==> src/logic/wwd_pkg.sv <==
// Package of constants and types for the window watchdog.
package wwd_pkg;
    // ************************************************************
    // Register map
    // ************************************************************
    localparam logic [11:0] WWD_BLOCKING_BASE = 12'h200;
    localparam logic [11:0] WWD_NONBLOCKING_BASE = 12'h300;
    localparam logic [7:0] WWD_TIMEOUT_CONFIG_OFS = 8'h10;
    localparam logic [7:0] WWD_SERVICE_OFS = 8'h11;
    localparam logic [7:0] WWD_TIMEOUT_CONFIG_RST = 8'h00;
    localparam logic [7:0] WWD_SERVICE_RST = 8'h00;
    localparam int WWD_EXT_DISABLE_BIT = 7;
    localparam int WWD_WINDOW_OPEN_BIT = 6;
    localparam int WWD_TIMEOUT_SEL_MSB = 2;
    localparam logic [7:0] WWD_FIRST_KEY = 8'hAA;
    localparam logic [7:0] WWD_SECOND_KEY = 8'h55;

    // ************************************************************
    // Timing
    // ************************************************************
    localparam longint WWD_CLK_HZ = 25000000;
    localparam longint WWD_BASE_TIMEOUT_MS = 10;
    localparam longint WWD_INITIAL_TIMEOUT_MS = 256;
    localparam longint WWD_BASE_TIMEOUT_CYCLES = WWD_BASE_TIMEOUT_MS * WWD_CLK_HZ / 1000;
    localparam longint WWD_INITIAL_TIMEOUT_CYCLES = WWD_INITIAL_TIMEOUT_MS * WWD_CLK_HZ / 1000;
    localparam int WWD_CNT_W = 32;

    typedef enum logic [1:0] {
        WWD_OFF,
        WWD_INITIAL,
        WWD_WINDOW
    } wwd_state_type;

    typedef struct packed {
        logic wr;
        logic rd;
        logic nonblocking;
        logic [7:0] offset;
        logic [7:0] wdata;
    } wwd_req_type;
endpackage

==> src/logic/wwd_window_watchdog.sv <==
// Window watchdog with initial fixed timeout and alternating-key servicing.
`timescale 1ns/1ns
// Function
// - Watchdog runs only in Normal mode
// - Counter clocked from own base clock
// - Timeout select doubles from 10 ms
// - Stop-mode read shows external disable set
// - Initial phase fixed timeout, window flag set
// - AA before initial timeout, else reset
// - Window mode: service only in second half
// - Window flag shows open service window
// - Timeout or wrong value gives reset
// - Test voltage keeps watchdog disabled, flagged
// - Disable clears service; restart initial sequence
// - Low power clears service register
// - Bits 7,6 status; 5..3 read zero
// - Decode at blocking and non-blocking bases
// - Correct open-window service restarts counter
module wwd_window_watchdog #(
    parameter longint INITIAL_TIMEOUT_CYCLES = wwd_pkg::WWD_INITIAL_TIMEOUT_CYCLES,
    parameter longint BASE_TIMEOUT_CYCLES = wwd_pkg::WWD_BASE_TIMEOUT_CYCLES
) (
    input wire logic i_ref_clk,
    input wire logic i_rst_n,
    input wire wwd_pkg::wwd_req_type i_req,
    input wire logic i_normal_mode,
    input wire logic i_stop_mode,
    input wire logic i_test_disable_voltage,
    output logic [7:0] o_rdata,
    output logic o_rvalid,
    output logic o_wd_reset
);
    import wwd_pkg::*;

    // ************************************************************
    // Pin synchroniser for the external disable condition
    // ************************************************************
    logic [2:0] dis_sync_q;
    logic ext_dis_q;

    always_ff @(posedge i_ref_clk)
    begin
        if (!i_rst_n)
        begin
            dis_sync_q <= 3'h0;
            ext_dis_q <= 1'b0;
        end
        else
        begin
            dis_sync_q <= {dis_sync_q[1:0], i_test_disable_voltage};
            if (dis_sync_q[2] == dis_sync_q[1])
            begin
                ext_dis_q <= dis_sync_q[2];
            end
        end
    end

    // ************************************************************
    // Register decode
    // ************************************************************
    logic hit_cfg;
    logic hit_svc;
    logic [7:0] req_abs;
    // The offset is relative to whichever base the access used; both map here.
    assign req_abs = i_req.offset;
    assign hit_cfg = (req_abs == WWD_TIMEOUT_CONFIG_OFS);
    assign hit_svc = (req_abs == WWD_SERVICE_OFS);

    logic [2:0] timeout_sel_q;
    logic [7:0] service_q;
    wwd_state_type state_q;
    logic [WWD_CNT_W-1:0] cnt_q;
    logic wd_active;
    logic svc_wr;
    logic [WWD_CNT_W-1:0] limit;
    logic [WWD_CNT_W-1:0] half;
    logic win_open;
    logic expect_aa_q;
    logic [7:0] expected;

    // Only Normal mode with no external disable runs the counter.
    assign wd_active = i_normal_mode && !ext_dis_q;
    assign svc_wr = i_req.wr && hit_svc && wd_active;
    assign limit = WWD_CNT_W'(BASE_TIMEOUT_CYCLES) << timeout_sel_q;
    assign half = limit >> 1;
    assign win_open = (state_q == WWD_INITIAL) || (state_q == WWD_OFF) ||
        ((state_q == WWD_WINDOW) && (cnt_q >= half));
    assign expected = expect_aa_q ? WWD_FIRST_KEY : WWD_SECOND_KEY;

    always_ff @(posedge i_ref_clk)
    begin
        if (!i_rst_n)
        begin
            timeout_sel_q <= WWD_TIMEOUT_CONFIG_RST[WWD_TIMEOUT_SEL_MSB:0];
        end
        else if (i_req.wr && hit_cfg)
        begin
            // Stored at once, but only used once window mode starts.
            timeout_sel_q <= i_req.wdata[WWD_TIMEOUT_SEL_MSB:0];
        end
    end

    // ************************************************************
    // Watchdog sequencer
    // ************************************************************
    always_ff @(posedge i_ref_clk)
    begin
        if (!i_rst_n)
        begin
            state_q <= WWD_INITIAL;
            cnt_q <= '0;
            service_q <= WWD_SERVICE_RST;
            expect_aa_q <= 1'b1;
            o_wd_reset <= 1'b0;
        end
        else
        begin
            o_wd_reset <= 1'b0;
            if (!wd_active)
            begin
                // Low power halts the counter; any disable restarts the sequence.
                state_q <= WWD_OFF;
                cnt_q <= '0;
                service_q <= WWD_SERVICE_RST;
                expect_aa_q <= 1'b1;
            end
            else
            begin
                case (state_q)
                    WWD_OFF,
                    WWD_INITIAL:
                    begin
                        // The first active cycle after a disable already belongs to the
                        // initial phase, so a service write there is judged as well.
                        if (svc_wr)
                        begin
                            service_q <= i_req.wdata;
                            cnt_q <= '0;
                            if (i_req.wdata == WWD_FIRST_KEY)
                            begin
                                state_q <= WWD_WINDOW;
                                expect_aa_q <= 1'b0;
                            end
                            else
                            begin
                                o_wd_reset <= 1'b1;
                                state_q <= WWD_INITIAL;
                                expect_aa_q <= 1'b1;
                            end
                        end
                        else if (cnt_q >= WWD_CNT_W'(INITIAL_TIMEOUT_CYCLES) - 1'b1)
                        begin
                            o_wd_reset <= 1'b1;
                            state_q <= WWD_INITIAL;
                            cnt_q <= '0;
                        end
                        else
                        begin
                            state_q <= WWD_INITIAL;
                            cnt_q <= cnt_q + 1'b1;
                        end
                    end
                    WWD_WINDOW:
                    begin
                        if (svc_wr)
                        begin
                            service_q <= i_req.wdata;
                            cnt_q <= '0;
                            if (win_open && (i_req.wdata == expected))
                            begin
                                expect_aa_q <= !expect_aa_q;
                            end
                            else
                            begin
                                o_wd_reset <= 1'b1;
                                state_q <= WWD_INITIAL;
                                expect_aa_q <= 1'b1;
                            end
                        end
                        else if (cnt_q >= limit - 1'b1)
                        begin
                            o_wd_reset <= 1'b1;
                            state_q <= WWD_INITIAL;
                            cnt_q <= '0;
                            expect_aa_q <= 1'b1;
                        end
                        else
                        begin
                            cnt_q <= cnt_q + 1'b1;
                        end
                    end
                    default:
                    begin
                        state_q <= WWD_INITIAL;
                        cnt_q <= '0;
                    end
                endcase
            end
        end
    end

    // ************************************************************
    // Read path
    // ************************************************************
    logic ext_flag;
    assign ext_flag = ext_dis_q || i_stop_mode;

    always_ff @(posedge i_ref_clk)
    begin
        if (!i_rst_n)
        begin
            o_rdata <= 8'h00;
            o_rvalid <= 1'b0;
        end
        else
        begin
            o_rvalid <= i_req.rd;
            if (i_req.rd && hit_cfg)
            begin
                o_rdata <= {ext_flag, win_open && wd_active, 3'h0, timeout_sel_q};
            end
            else if (i_req.rd && hit_svc)
            begin
                o_rdata <= service_q;
            end
            else
            begin
                o_rdata <= 8'h00;
            end
        end
    end
endmodule

==> config.mk <==
export PLATFORM = sky130hd
export DESIGN_NAME = wwd_window_watchdog
export DESIGN_NICKNAME = d
export VERILOG_FILES = /design/src/logic/wwd_pkg.sv /design/src/logic/wwd_window_watchdog.sv
export SDC_FILE = /design/constraint.sdc
export NUM_CORES = 1
export LEC_CHECK = 0
export ABC_AREA = 0
export BUFFER_PORTS_ARGS = -buffer_cell sky130_fd_sc_hd__clkbuf_2
export CAP_MARGIN = 20
export CELL_PAD_IN_SITES_DETAIL_PLACEMENT = 0
export CELL_PAD_IN_SITES_GLOBAL_PLACEMENT = 1
export CORE_ASPECT_RATIO = 2
export CORE_MARGIN = 3
export CORE_UTILIZATION = 50
export CTS_CLUSTER_SIZE = 25
export DETAILED_ROUTE_END_ITERATION = 6
export PLACE_DENSITY = 0.87
export SYNTH_ARGS = -nofsm -noshare
export SYNTH_HDL_FRONTEND = slang
export SYNTH_SLANG_ARGS = --single-unit
==> constraint.sdc <==
create_clock -name i_ref_clk -period 6.7 [get_ports i_ref_clk]
set_input_delay 1.34 -clock i_ref_clk [delete_from_list [all_inputs] [get_ports i_ref_clk]]
set_output_delay 1.34 -clock i_ref_clk [all_outputs]
set_load 0.03 [all_outputs]
==> results of run 1 <==
-- per-stage QoR --
step	util, %	instance area (um2)	hold WS, ns	total power [mW]	worst slack [ns]
floorplan	-	4283	0.4118	0.3867	2.777
global placement	54.17	4492	0.4265	0.4003	2.035
detailed placement	54.17	4492	0.4370	0.4011	1.917
CTS	57.72	4786	0.4489	0.8565	1.902
global route	57.72	4786	0.4630	0.8771	1.328
finish	57.72	4786	0.4420	0.8495	1.923
-- layout make-up --
| cell class | instances | area, um2 |
|---|---|---|
| well taps | 98 | 122.6 |
| flip-flops and latches | 60 | 1201 |
| clock inverters | 6 | 65.06 |
| fillers | 790 | 3506 |
| inverters | 16 | 60.06 |
| multi-input cells | 415 | 2940 |
| repair buffers | 33 | 167.7 |
| clock buffers | 10 | 229.0 |
-- path summary, 6_finish.rpt --
check                        endpoint  slack (ns)  cells after the start                           from
min          dis_sync_q[1]$_SDFF_PN0_        0.44                      1       dis_sync_q[0]$_SDFF_PN0_
min reg2reg  dis_sync_q[1]$_SDFF_PN0_        0.44                      1       dis_sync_q[0]$_SDFF_PN0_
max reg2reg      cnt_q[30]$_SDFF_PN0_        1.92                     14  timeout_sel_q[0]$_SDFFE_PN0P_
max              cnt_q[30]$_SDFF_PN0_        1.92                     14  timeout_sel_q[0]$_SDFFE_PN0P_
-- synth_stat cells, types with 2 or more instances --
cell type | instances | area share (%)
sky130_fd_sc_hd__a211oi_1 | 5 | 0.88
sky130_fd_sc_hd__a21boi_0 | 3 | 0.53
sky130_fd_sc_hd__a21o_1 | 3 | 0.53
sky130_fd_sc_hd__a21oi_1 | 23 | 2.7
sky130_fd_sc_hd__a311oi_1 | 3 | 0.61
sky130_fd_sc_hd__a31oi_1 | 4 | 0.59
sky130_fd_sc_hd__and2_1 | 7 | 1.0
sky130_fd_sc_hd__and3_1 | 9 | 1.3
sky130_fd_sc_hd__and4_1 | 4 | 0.82
sky130_fd_sc_hd__buf_2 | 5 | 0.59
sky130_fd_sc_hd__buf_6 | 2 | 0.53
sky130_fd_sc_hd__clkbuf_1 | 7 | 0.61
sky130_fd_sc_hd__conb_1 | 2 | 0.18
sky130_fd_sc_hd__dfxtp_1 | 60 | 28
sky130_fd_sc_hd__ha_1 | 53 | 16
sky130_fd_sc_hd__inv_1 | 15 | 1.3
sky130_fd_sc_hd__mux2_2 | 2 | 0.53
sky130_fd_sc_hd__mux2i_1 | 19 | 4.4
sky130_fd_sc_hd__nand2_1 | 38 | 3.3
sky130_fd_sc_hd__nand2b_1 | 9 | 1.3
sky130_fd_sc_hd__nand3_1 | 22 | 2.6
sky130_fd_sc_hd__nand4_1 | 12 | 1.8
sky130_fd_sc_hd__nand4b_1 | 3 | 0.61
sky130_fd_sc_hd__nor2_1 | 63 | 5.5
sky130_fd_sc_hd__nor2b_1 | 9 | 1.3
sky130_fd_sc_hd__nor3_1 | 17 | 2.0
sky130_fd_sc_hd__nor4_1 | 6 | 0.88
sky130_fd_sc_hd__nor4bb_1 | 3 | 0.70
sky130_fd_sc_hd__o2111ai_1 | 2 | 0.41
sky130_fd_sc_hd__o211ai_1 | 6 | 1.1
sky130_fd_sc_hd__o21ai_0 | 15 | 1.8
sky130_fd_sc_hd__or2_2 | 4 | 0.59
sky130_fd_sc_hd__or3_1 | 2 | 0.29
sky130_fd_sc_hd__xnor2_1 | 16 | 3.3
sky130_fd_sc_hd__xor2_1 | 24 | 4.9
-- registers in the layout, indices dropped and copies added, names as in the netlist, 2 cells and up --
| signal | flops |
|---|---|
| cnt_q | 32 |
| dis_sync_q | 3 |
| o_rdata | 8 |
| service_q | 8 |
| state_q | 2 |
| timeout_sel_q | 3 |
-- power by group --
group	internal, mW	switching [mW]
combinational	0.0127	0.0199
sequential	0.359	0.00136
clock	0.287	0.169
total	0.659	0.190
-- kinds of logic after synthesis --
kind of cell             Yosys count
AND/OR/NAND/NOR                  218
adder cells (fa/ha/maj)           53
AO/OA/AOI/OAI                     79
multiplexers                      21
XOR/XNOR                          40
buffers and inverters             31
other                              2
flip-flops                        60
-- worst max-delay path: cells and delay by family, from the launching register on --
family	cells	cell delay, ns
AO/OA/AOI/OAI	6	2.13
XOR/XNOR	1	0.24
adder cells (fa/ha/maj)	2	0.69
buffers and inverters	1	0.21
flip-flops	1	0.56
multiplexers	1	0.48
AND/OR/NAND/NOR	3	0.37
-- layer usage --
metal  wire length [um]  up-vias  global-route usage, %
met3                348       39                  4.485
met2               6475       93                  48.87
li1                   -     1863                      -
met1               3727     1785                  21.24
met5                  0        -                      0
met4                684        0                  17.05
==> insert_results.sql, run 1 <==
INSERT INTO impl_metrics (metric_group, metric, value, unit) VALUES
('status', 'run_status', 'finished clean', ''),
('grt', 'grt_first_pass_wirelength', '18420', 'um'),
('setup_path', 'worstSetupEndpointType', 'flip-flop', ''),
('cts', 'cts_max_path_buffers', '2', ''),
('synth', 'combinational_family_with_the_most_area_after_synthesis', 'simple AND/OR/NAND/NOR gates', ''),
('synth', 'synth_cell_type_count', '62', ''),
('grt', 'grt.total_usage', '24.75', '%'),
('finish', 'antenna_cells_inserted', '0', ''),
('place', 'portBuffers', '32', ''),
('place', 'place.detailed.hpwl', '8957', 'um'),
('synth', 'synthCells', '504', ''),
('setup_path', 'cpMaxStageDelayCell', 'sky130_fd_sc_hd__a31oi_1', ''),
('grt', 'pin_count_of_the_biggest_net_entering_global_routing', '33', ''),
('sta', 'skew_final', '0.006819', 'ns'),
('synth', 'xor_xnor_portion_of_the_synthesized_cell_area', '8.194', '%'),
('finish', 'final_common_cell', 'sky130_fd_sc_hd__nor2_1', ''),
('detailed_routing', 'detail_route.iter0.violations', '140', ''),
('synth', 'synth-async-reset-ratio', '0', '%'),
('synth', 'yosys.area_share.adder', '15.51', '%'),
('synth', 'sequential_area_share_after_synthesis', '28.09', '%'),
('setup_path', 'timing.critical_path.from_type', 'flip-flop', ''),
('finish', 'most-common-layout-cells', 'sky130_fd_sc_hd__nor2_1, sky130_fd_sc_hd__dfxtp_1, sky130_fd_sc_hd__ha_1', ''),
('hold_path', 'min_path_type', 'flip-flop to flip-flop', ''),
('synth', 'yosys_warnings', '0', ''),
('sta', 'final-max-slew-violation-count', '0', ''),
('cts', 'cts.repair_timing.setup_buffer_count', '0', ''),
('floorplanning', 'num_io_pins', '34', ''),
('synth', 'post_synth.cell_area_avg', '8.483', 'um2'),
('finish', 'areaGrowthSynthToFinish', '11.94', '%'),
('setup_path', 'worstPathRequired', '6.94', 'ns'),
('floorplanning', 'coreArea', '8292', 'um2'),
('setup_path', 'timing.critical_path.cells', 'inv_1 -> ha_1 -> mux2i_1 -> o211ai_1 -> a311oi_1 -> xnor2_1 -> ha_1 -> nand2_1 -> nor2_1 -> a211oi_1 -> o31ai_1 -> a31oi_1 -> a31oi_1 -> nor3_1', ''),
('detailed_routing', 'drt_first_pass_iters', '4', ''),
('place', 'gp_congestion', '0.9433', ''),
('setup_path', 'worst-setup-path-type', 'flip-flop to flip-flop', ''),
('floorplanning', 'die-height', '136.8', 'um'),
('sta', 'setup-violations-final', '0', ''),
('finish', 'post_route_cells_drive_above_1_share', '12.04', '%'),
('setup_path', 'timing.critical_path.fanout_max', '12', ''),
('synth', 'syn-cell-area', '4275', 'um2'),
('floorplanning', 'num_rows', '47', ''),
('detailed_routing', 'final_antenna_net_count', '0', ''),
('grt', 'grt_pass1_vias', '3961', ''),
('cts', 'cts.sinks', '60', ''),
('synth', 'ys.flop_type', 'sky130_fd_sc_hd__dfxtp_1', ''),
('synth', 'complex_gate_fraction_of_the_synthesized_area', '12.76', '%'),
('cts', 'cts_tree', 'built', ''),
('sta', 'ratio_of_final_minimum_period_to_clock_period', '71.30', '%'),
('setup_path', 'worst_path_largest_cell_delay', '0.64', 'ns'),
('sta', 'report.final.hold_viol_count', '0', ''),
('finish', 'finish.cell_count_without_fillers', '638', ''),
('cts', 'numCtsBuffers', '9', ''),
('sta', 'max_slew_margin', '47.17', '%'),
('detailed_routing', 'post_drt_via_cell_ratio', '5.925', ''),
('sta', 'worst_pin_slew', '0.7888', 'ns'),
('floorplanning', 'design.die.area', '9763', 'um2'),
('floorplanning', 'start_util', '51.56', '%'),
('sta', 'fmaxAchievable', '0.2093', 'GHz'),
('detailed_routing', 'wire_per_inst', '17.61', 'um'),
('finish', 'nNetsFinal', '612', ''),
('cts', 'clock_latency', '0.33', 'ns'),
('power_and_ir_drop', 'irDropWorstVdd', '144.2', 'uV'),
('synth', 'synth_edf_count', '0', ''),
('synth', 'synth_seq_cells', '60', ''),
('sta', 'rsz0062_at_grt', 'no', ''),
('detailed_routing', 'route.vias.total', '3780', ''),
('sta', 'totalNegativeSetupSlack', '0', 'ns'),
('cts', 'clock_tree.htree_level_count', '3', ''),
('detailed_routing', 'drcViolationCount', '0', ''),
('synth', 'fraction_of_the_mapped_netlist_area_in_simple_logic_gates', '26.98', '%'),
('synth', 'synth_mux_area_share', '4.975', '%');
Power figures use the tool's default switching activity.
==> run 2: changes to the inputs <==
--- a/config.mk
+++ b/config.mk
@@ -12,10 +12,10 @@
 export CELL_PAD_IN_SITES_GLOBAL_PLACEMENT = 1
 export CORE_ASPECT_RATIO = 2
 export CORE_MARGIN = 3
-export CORE_UTILIZATION = 50
+export CORE_UTILIZATION = 42
 export CTS_CLUSTER_SIZE = 25
 export DETAILED_ROUTE_END_ITERATION = 6
-export PLACE_DENSITY = 0.87
+export PLACE_DENSITY = 0.78
 export SYNTH_ARGS = -nofsm -noshare
 export SYNTH_HDL_FRONTEND = slang
 export SYNTH_SLANG_ARGS = --single-unit
==> constraint.sdc (replaced) <==
create_clock -name i_ref_clk -period 3.9 [get_ports i_ref_clk]
set_input_delay 0.78 -clock i_ref_clk [delete_from_list [all_inputs] [get_ports i_ref_clk]]
set_output_delay 0.78 -clock i_ref_clk [all_outputs]
set_load 0.03 [all_outputs]
==> run 2 against run 1 <==
Routed wire length up 10%. Highest routed layer unchanged. Total power is 82% higher. Non-clock buffer count grew 24. Critical path depth is 3 higher. Sequential power up 71%. Setup slack got worse by 1.7 ns. Final cell count grew 9.6%. First-iteration DRC count up 26%. Maximum frequency rose by 31%. Clock skew is 0.0017 ns higher.
==> insert_results.sql, run 2 (synthesis results as in run 1) <==
INSERT INTO impl_metrics (metric_group, metric, value, unit) VALUES
('setup_path', 'critical_path_buf_inv_count', '2', ''),
('setup_path', 'cpMaxStageDelayCell', 'sky130_fd_sc_hd__mux2_2', ''),
('setup_path', 'worst_path_largest_cell_delay', '0.36', 'ns'),
('finish', 'largest_register_ffs', '32', ''),
('setup_path', 'timing.critical_path.depth', '17', ''),
('place', 'post-place-cells', '680', ''),
('setup_path', 'timing.critical_path.from_type', 'flip-flop', ''),
('cts', 'clock_latency', '0.33', 'ns'),
('floorplanning', 'num_rows', '51', ''),
('cts', 'clock_tree.htree_level_count', '3', ''),
('finish', 'multi_input_comb_area', '3057', 'um2'),
('grt', 'grt_pass1_vias', '4026', ''),
('setup_path', 'worst-setup-path-type', 'flip-flop to flip-flop', ''),
('detailed_routing', 'detail_route.iter0.violations', '176', ''),
('sta', 'report.final.hold_viol_count', '0', ''),
('finish', 'fin_area', '5176', 'um2'),
('detailed_routing', 'drcViolationCount', '0', ''),
('finish', 'finish.cell_count_without_fillers', '699', ''),
('place', 'portBuffers', '32', ''),
('floorplanning', 'horizontal_extent_of_the_die', '77.34', 'um'),
('grt', 'grt_first_pass_wirelength', '19540', 'um'),
('place', 'place.detailed.hpwl', '9590', 'um'),
('power_and_ir_drop', 'clock_power_share', '55.7', '%'),
('grt', 'grt_antenna_before_repair', '0', ''),
('setup_path', 'timing.critical_path.fanout_max', '8', ''),
('cts', 'cts_max_path_buffers', '2', ''),
('sta', 'timing.final.ws_setup', '0.2431', 'ns'),
('power_and_ir_drop', 'power.leakage', '2.143', 'nW'),
('floorplanning', 'design.die.area', '11500', 'um2'),
('setup_path', 'timing.critical_path.cells', 'inv_1 -> ha_1 -> nor2_1 -> mux2_2 -> nand3_1 -> a311o_1 -> nor2b_1 -> or2_2 -> ha_1 -> a2111oi_2 -> o221ai_1 -> o211ai_1 -> nand2_1 -> a31oi_4 -> buf_8 -> a311oi_1 -> a21bo_2', ''),
('sta', 'final-max-slew-violation-count', '0', ''),
('finish', 'areaGrowthSynthToFinish', '21.07', '%'),
('finish', 'registers_with_the_most_flip_flops', 'cnt_q: 32 flops, o_rdata: 8 flops, service_q: 8 flops', ''),
('floorplanning', 'num_io_pins', '34', ''),
('cts', 'cts.sinks', '60', ''),
('floorplanning', 'start_util', '43.51', '%'),
('grt', 'pin_count_of_the_biggest_net_entering_global_routing', '21', ''),
('cts', 'cts_hold_buf', '0', ''),
('setup_path', 'worstPathRequired', '4.12', 'ns'),
('power_and_ir_drop', 'irDropWorstVdd', '352.2', 'uV'),
('sta', 'worst_pin_slew', '1.428', 'ns'),
('flow_run', 'max_cap_violations', '0', ''),
('finish', 'final_common_cell', 'sky130_fd_sc_hd__nor2_1', ''),
('sta', 'fmaxAchievable', '0.2735', 'GHz'),
('cts', 'ctsRootBufferMaster', 'sky130_fd_sc_hd__clkbuf_16', ''),
('finish', 'antenna_cells_inserted', '0', ''),
('hold_path', 'min-delay-start', 'dis_sync_q[0]$_SDFF_PN0_', ''),
('setup_path', 'critical-path-top-delay-family', 'compound AO/OA/AOI/OAI gates', ''),
('setup_path', 'r2r_end', 'state_q[0]$_SDFFE_PN1P_', ''),
('grt', 'grt.total_usage', '21.93', '%'),
('sta', 'max_slew_margin', '4.056', '%'),
('cts', 'numCtsBuffers', '9', ''),
('floorplanning', 'die-height', '148.7', 'um'),
('sta', 'rsz0062_at_grt', 'no', ''),
('place', 'detailedPlace.worstSlack', '-0.09610', 'ns'),
('sta', 'layout_min_cycle_time', '3.657', 'ns'),
('power_and_ir_drop', 'portion_of_total_power_attributed_to_sequential_cells', '40.0', '%'),
('power_and_ir_drop', 'internal_dissipation', '1.205', 'mW'),
('grt', 'globalRoute.totalOverflow', '0', ''),
('finish', 'post_route_cells_drive_above_1_share', '17.99', '%'),
('power_and_ir_drop', 'power.combinational.fraction', '4.3', '%'),
('hold_path', 'holdPathStages', '1', ''),
('finish', 'layout.filler_cells', '971', ''),
('finish', 'nNetsFinal', '639', ''),
('floorplanning', 'coreArea', '9827', 'um2'),
('power_and_ir_drop', 'netSwitchingPower', '0.3425', 'mW'),
('setup_path', 'critical_path.most_common_cell', 'sky130_fd_sc_hd__ha_1', ''),
('finish', 'layout.core_utilization', '52.67', '%'),
('place', 'detailed_place.area', '4733', 'um2'),
('power_and_ir_drop', 'power_switching_share', '22.13', '%'),
('place', 'gp_congestion', '0.8554', ''),
('detailed_routing', 'final_antenna_net_count', '0', ''),
('finish', 'most-common-layout-cells', 'sky130_fd_sc_hd__nor2_1, sky130_fd_sc_hd__dfxtp_1, sky130_fd_sc_hd__ha_1', ''),
('setup_path', 'crit-reg2reg-launch', 'timeout_sel_q[0]$_SDFFE_PN0P_', ''),
('power_and_ir_drop', 'power_density', '299.0', 'nW/um2'),
('detailed_routing', 'post_drt_via_cell_ratio', '5.631', ''),
('detailed_routing', 'postRouteWirelength', '12360', 'um'),
('hold_path', 'worstHoldEndpoint', 'dis_sync_q[1]$_SDFF_PN0_', ''),
('detailed_routing', 'drt_first_pass_iters', '4', ''),
('finish', 'largest-register', 'cnt_q', ''),
('setup_path', 'timing.reg2reg.setup_slack', '0.24', 'ns'),
('cts', 'clkSlewWorstSetupHoldPaths', '0.06', 'ns'),
('setup_path', 'worstSetupEndpointType', 'flip-flop', ''),
('setup_path', 'ff2ff_path_depth', '17', ''),
('sta', 'ratio_of_final_minimum_period_to_clock_period', '93.77', '%'),
('status', 'run_status', 'finished clean', ''),
('cts', 'cts_tree', 'built', ''),
('setup_path', 'worstPathArrival', '3.87', 'ns'),
('detailed_routing', 'route.vias.total', '3936', ''),
('detailed_routing', 'wire_per_inst', '17.68', 'um'),
('finish', 'seqCellArea', '1202', 'um2'),
('sta', 'setup-violations-final', '0', ''),
('hold_path', 'min_path_type', 'flip-flop to flip-flop', ''),
('sta', 'skew_final', '0.008471', 'ns');
==> run 2: worst max-delay path by stage <==
| stage | slack (ns) | to | from |
|---|---|---|---|
| 3_3_place_gp | -0.09 | cnt_q[22]$_SDFF_PN0_ | timeout_sel_q[2]$_SDFFE_PN0P_ |
| 4_1_cts | 0.02 | cnt_q[8]$_SDFF_PN0_ | timeout_sel_q[0]$_SDFFE_PN0P_ |
| 6_report | 0.24 | state_q[0]$_SDFFE_PN1P_ | timeout_sel_q[0]$_SDFFE_PN0P_ |
| 3_5_place_dp | -0.1 | cnt_q[15]$_SDFF_PN0_ | timeout_sel_q[0]$_SDFFE_PN0P_ |
| 2_1_floorplan | 0.11 | cnt_q[13]$_SDFF_PN0_ | timeout_sel_q[1]$_SDFFE_PN0P_ |
| 5_1_grt | 0.02 | state_q[0]$_SDFFE_PN1P_ | timeout_sel_q[2]$_SDFFE_PN0P_ |
==> run 2: per-layer routing <==
metal  share of wire, %  up-vias  track usage, %
met1                 34     1859           19.98
met4                5.5        0           14.08
li1                   -     1943               -
met3                2.2       37           2.909
met5                  0        -               0
met2                 58       97           43.67
==> run 2: power groups by stage <==
stage	Combinational, mW	Sequential, mW	Clock [mW]
finish	0.0668	0.619	0.862
global route	0.0730	0.619	0.908
CTS	0.0609	0.619	0.879
detailed placement	0.0584	0.633	0
global placement	0.0578	0.633	0
floorplan	0.0305	0.634	0
==> run 2: area by class of cell <==
type,instances,share of cell area (%)
clock buffers,9,4.351
multi-input cells,418,59.05
repair buffers,57,7.107
well taps,132,3.191
clock inverters,7,1.910
inverters,16,1.160
flip-flops and latches,60,23.23
==> run 2: through the flow <==
stage	total power [mW]	setup TNS, ns	hold WS [ns]
4_1_cts	1.559	0	0.4442
6_report	1.548	0	0.4376
3_5_place_dp	0.6911	-1.759	0.4281
5_1_grt	1.601	0	0.4553
2_1_floorplan	0.6646	0	0.4118
3_3_place_gp	0.6903	-1.971	0.4288
==> run 2: timing repair <==
item / CTS / global route
gates resized for setup: 1 / 15
pin swaps: 1 / 3
setup endpoints to repair: 24 / 35
gates cloned: 1 / 2
setup buffers: 0 / 0
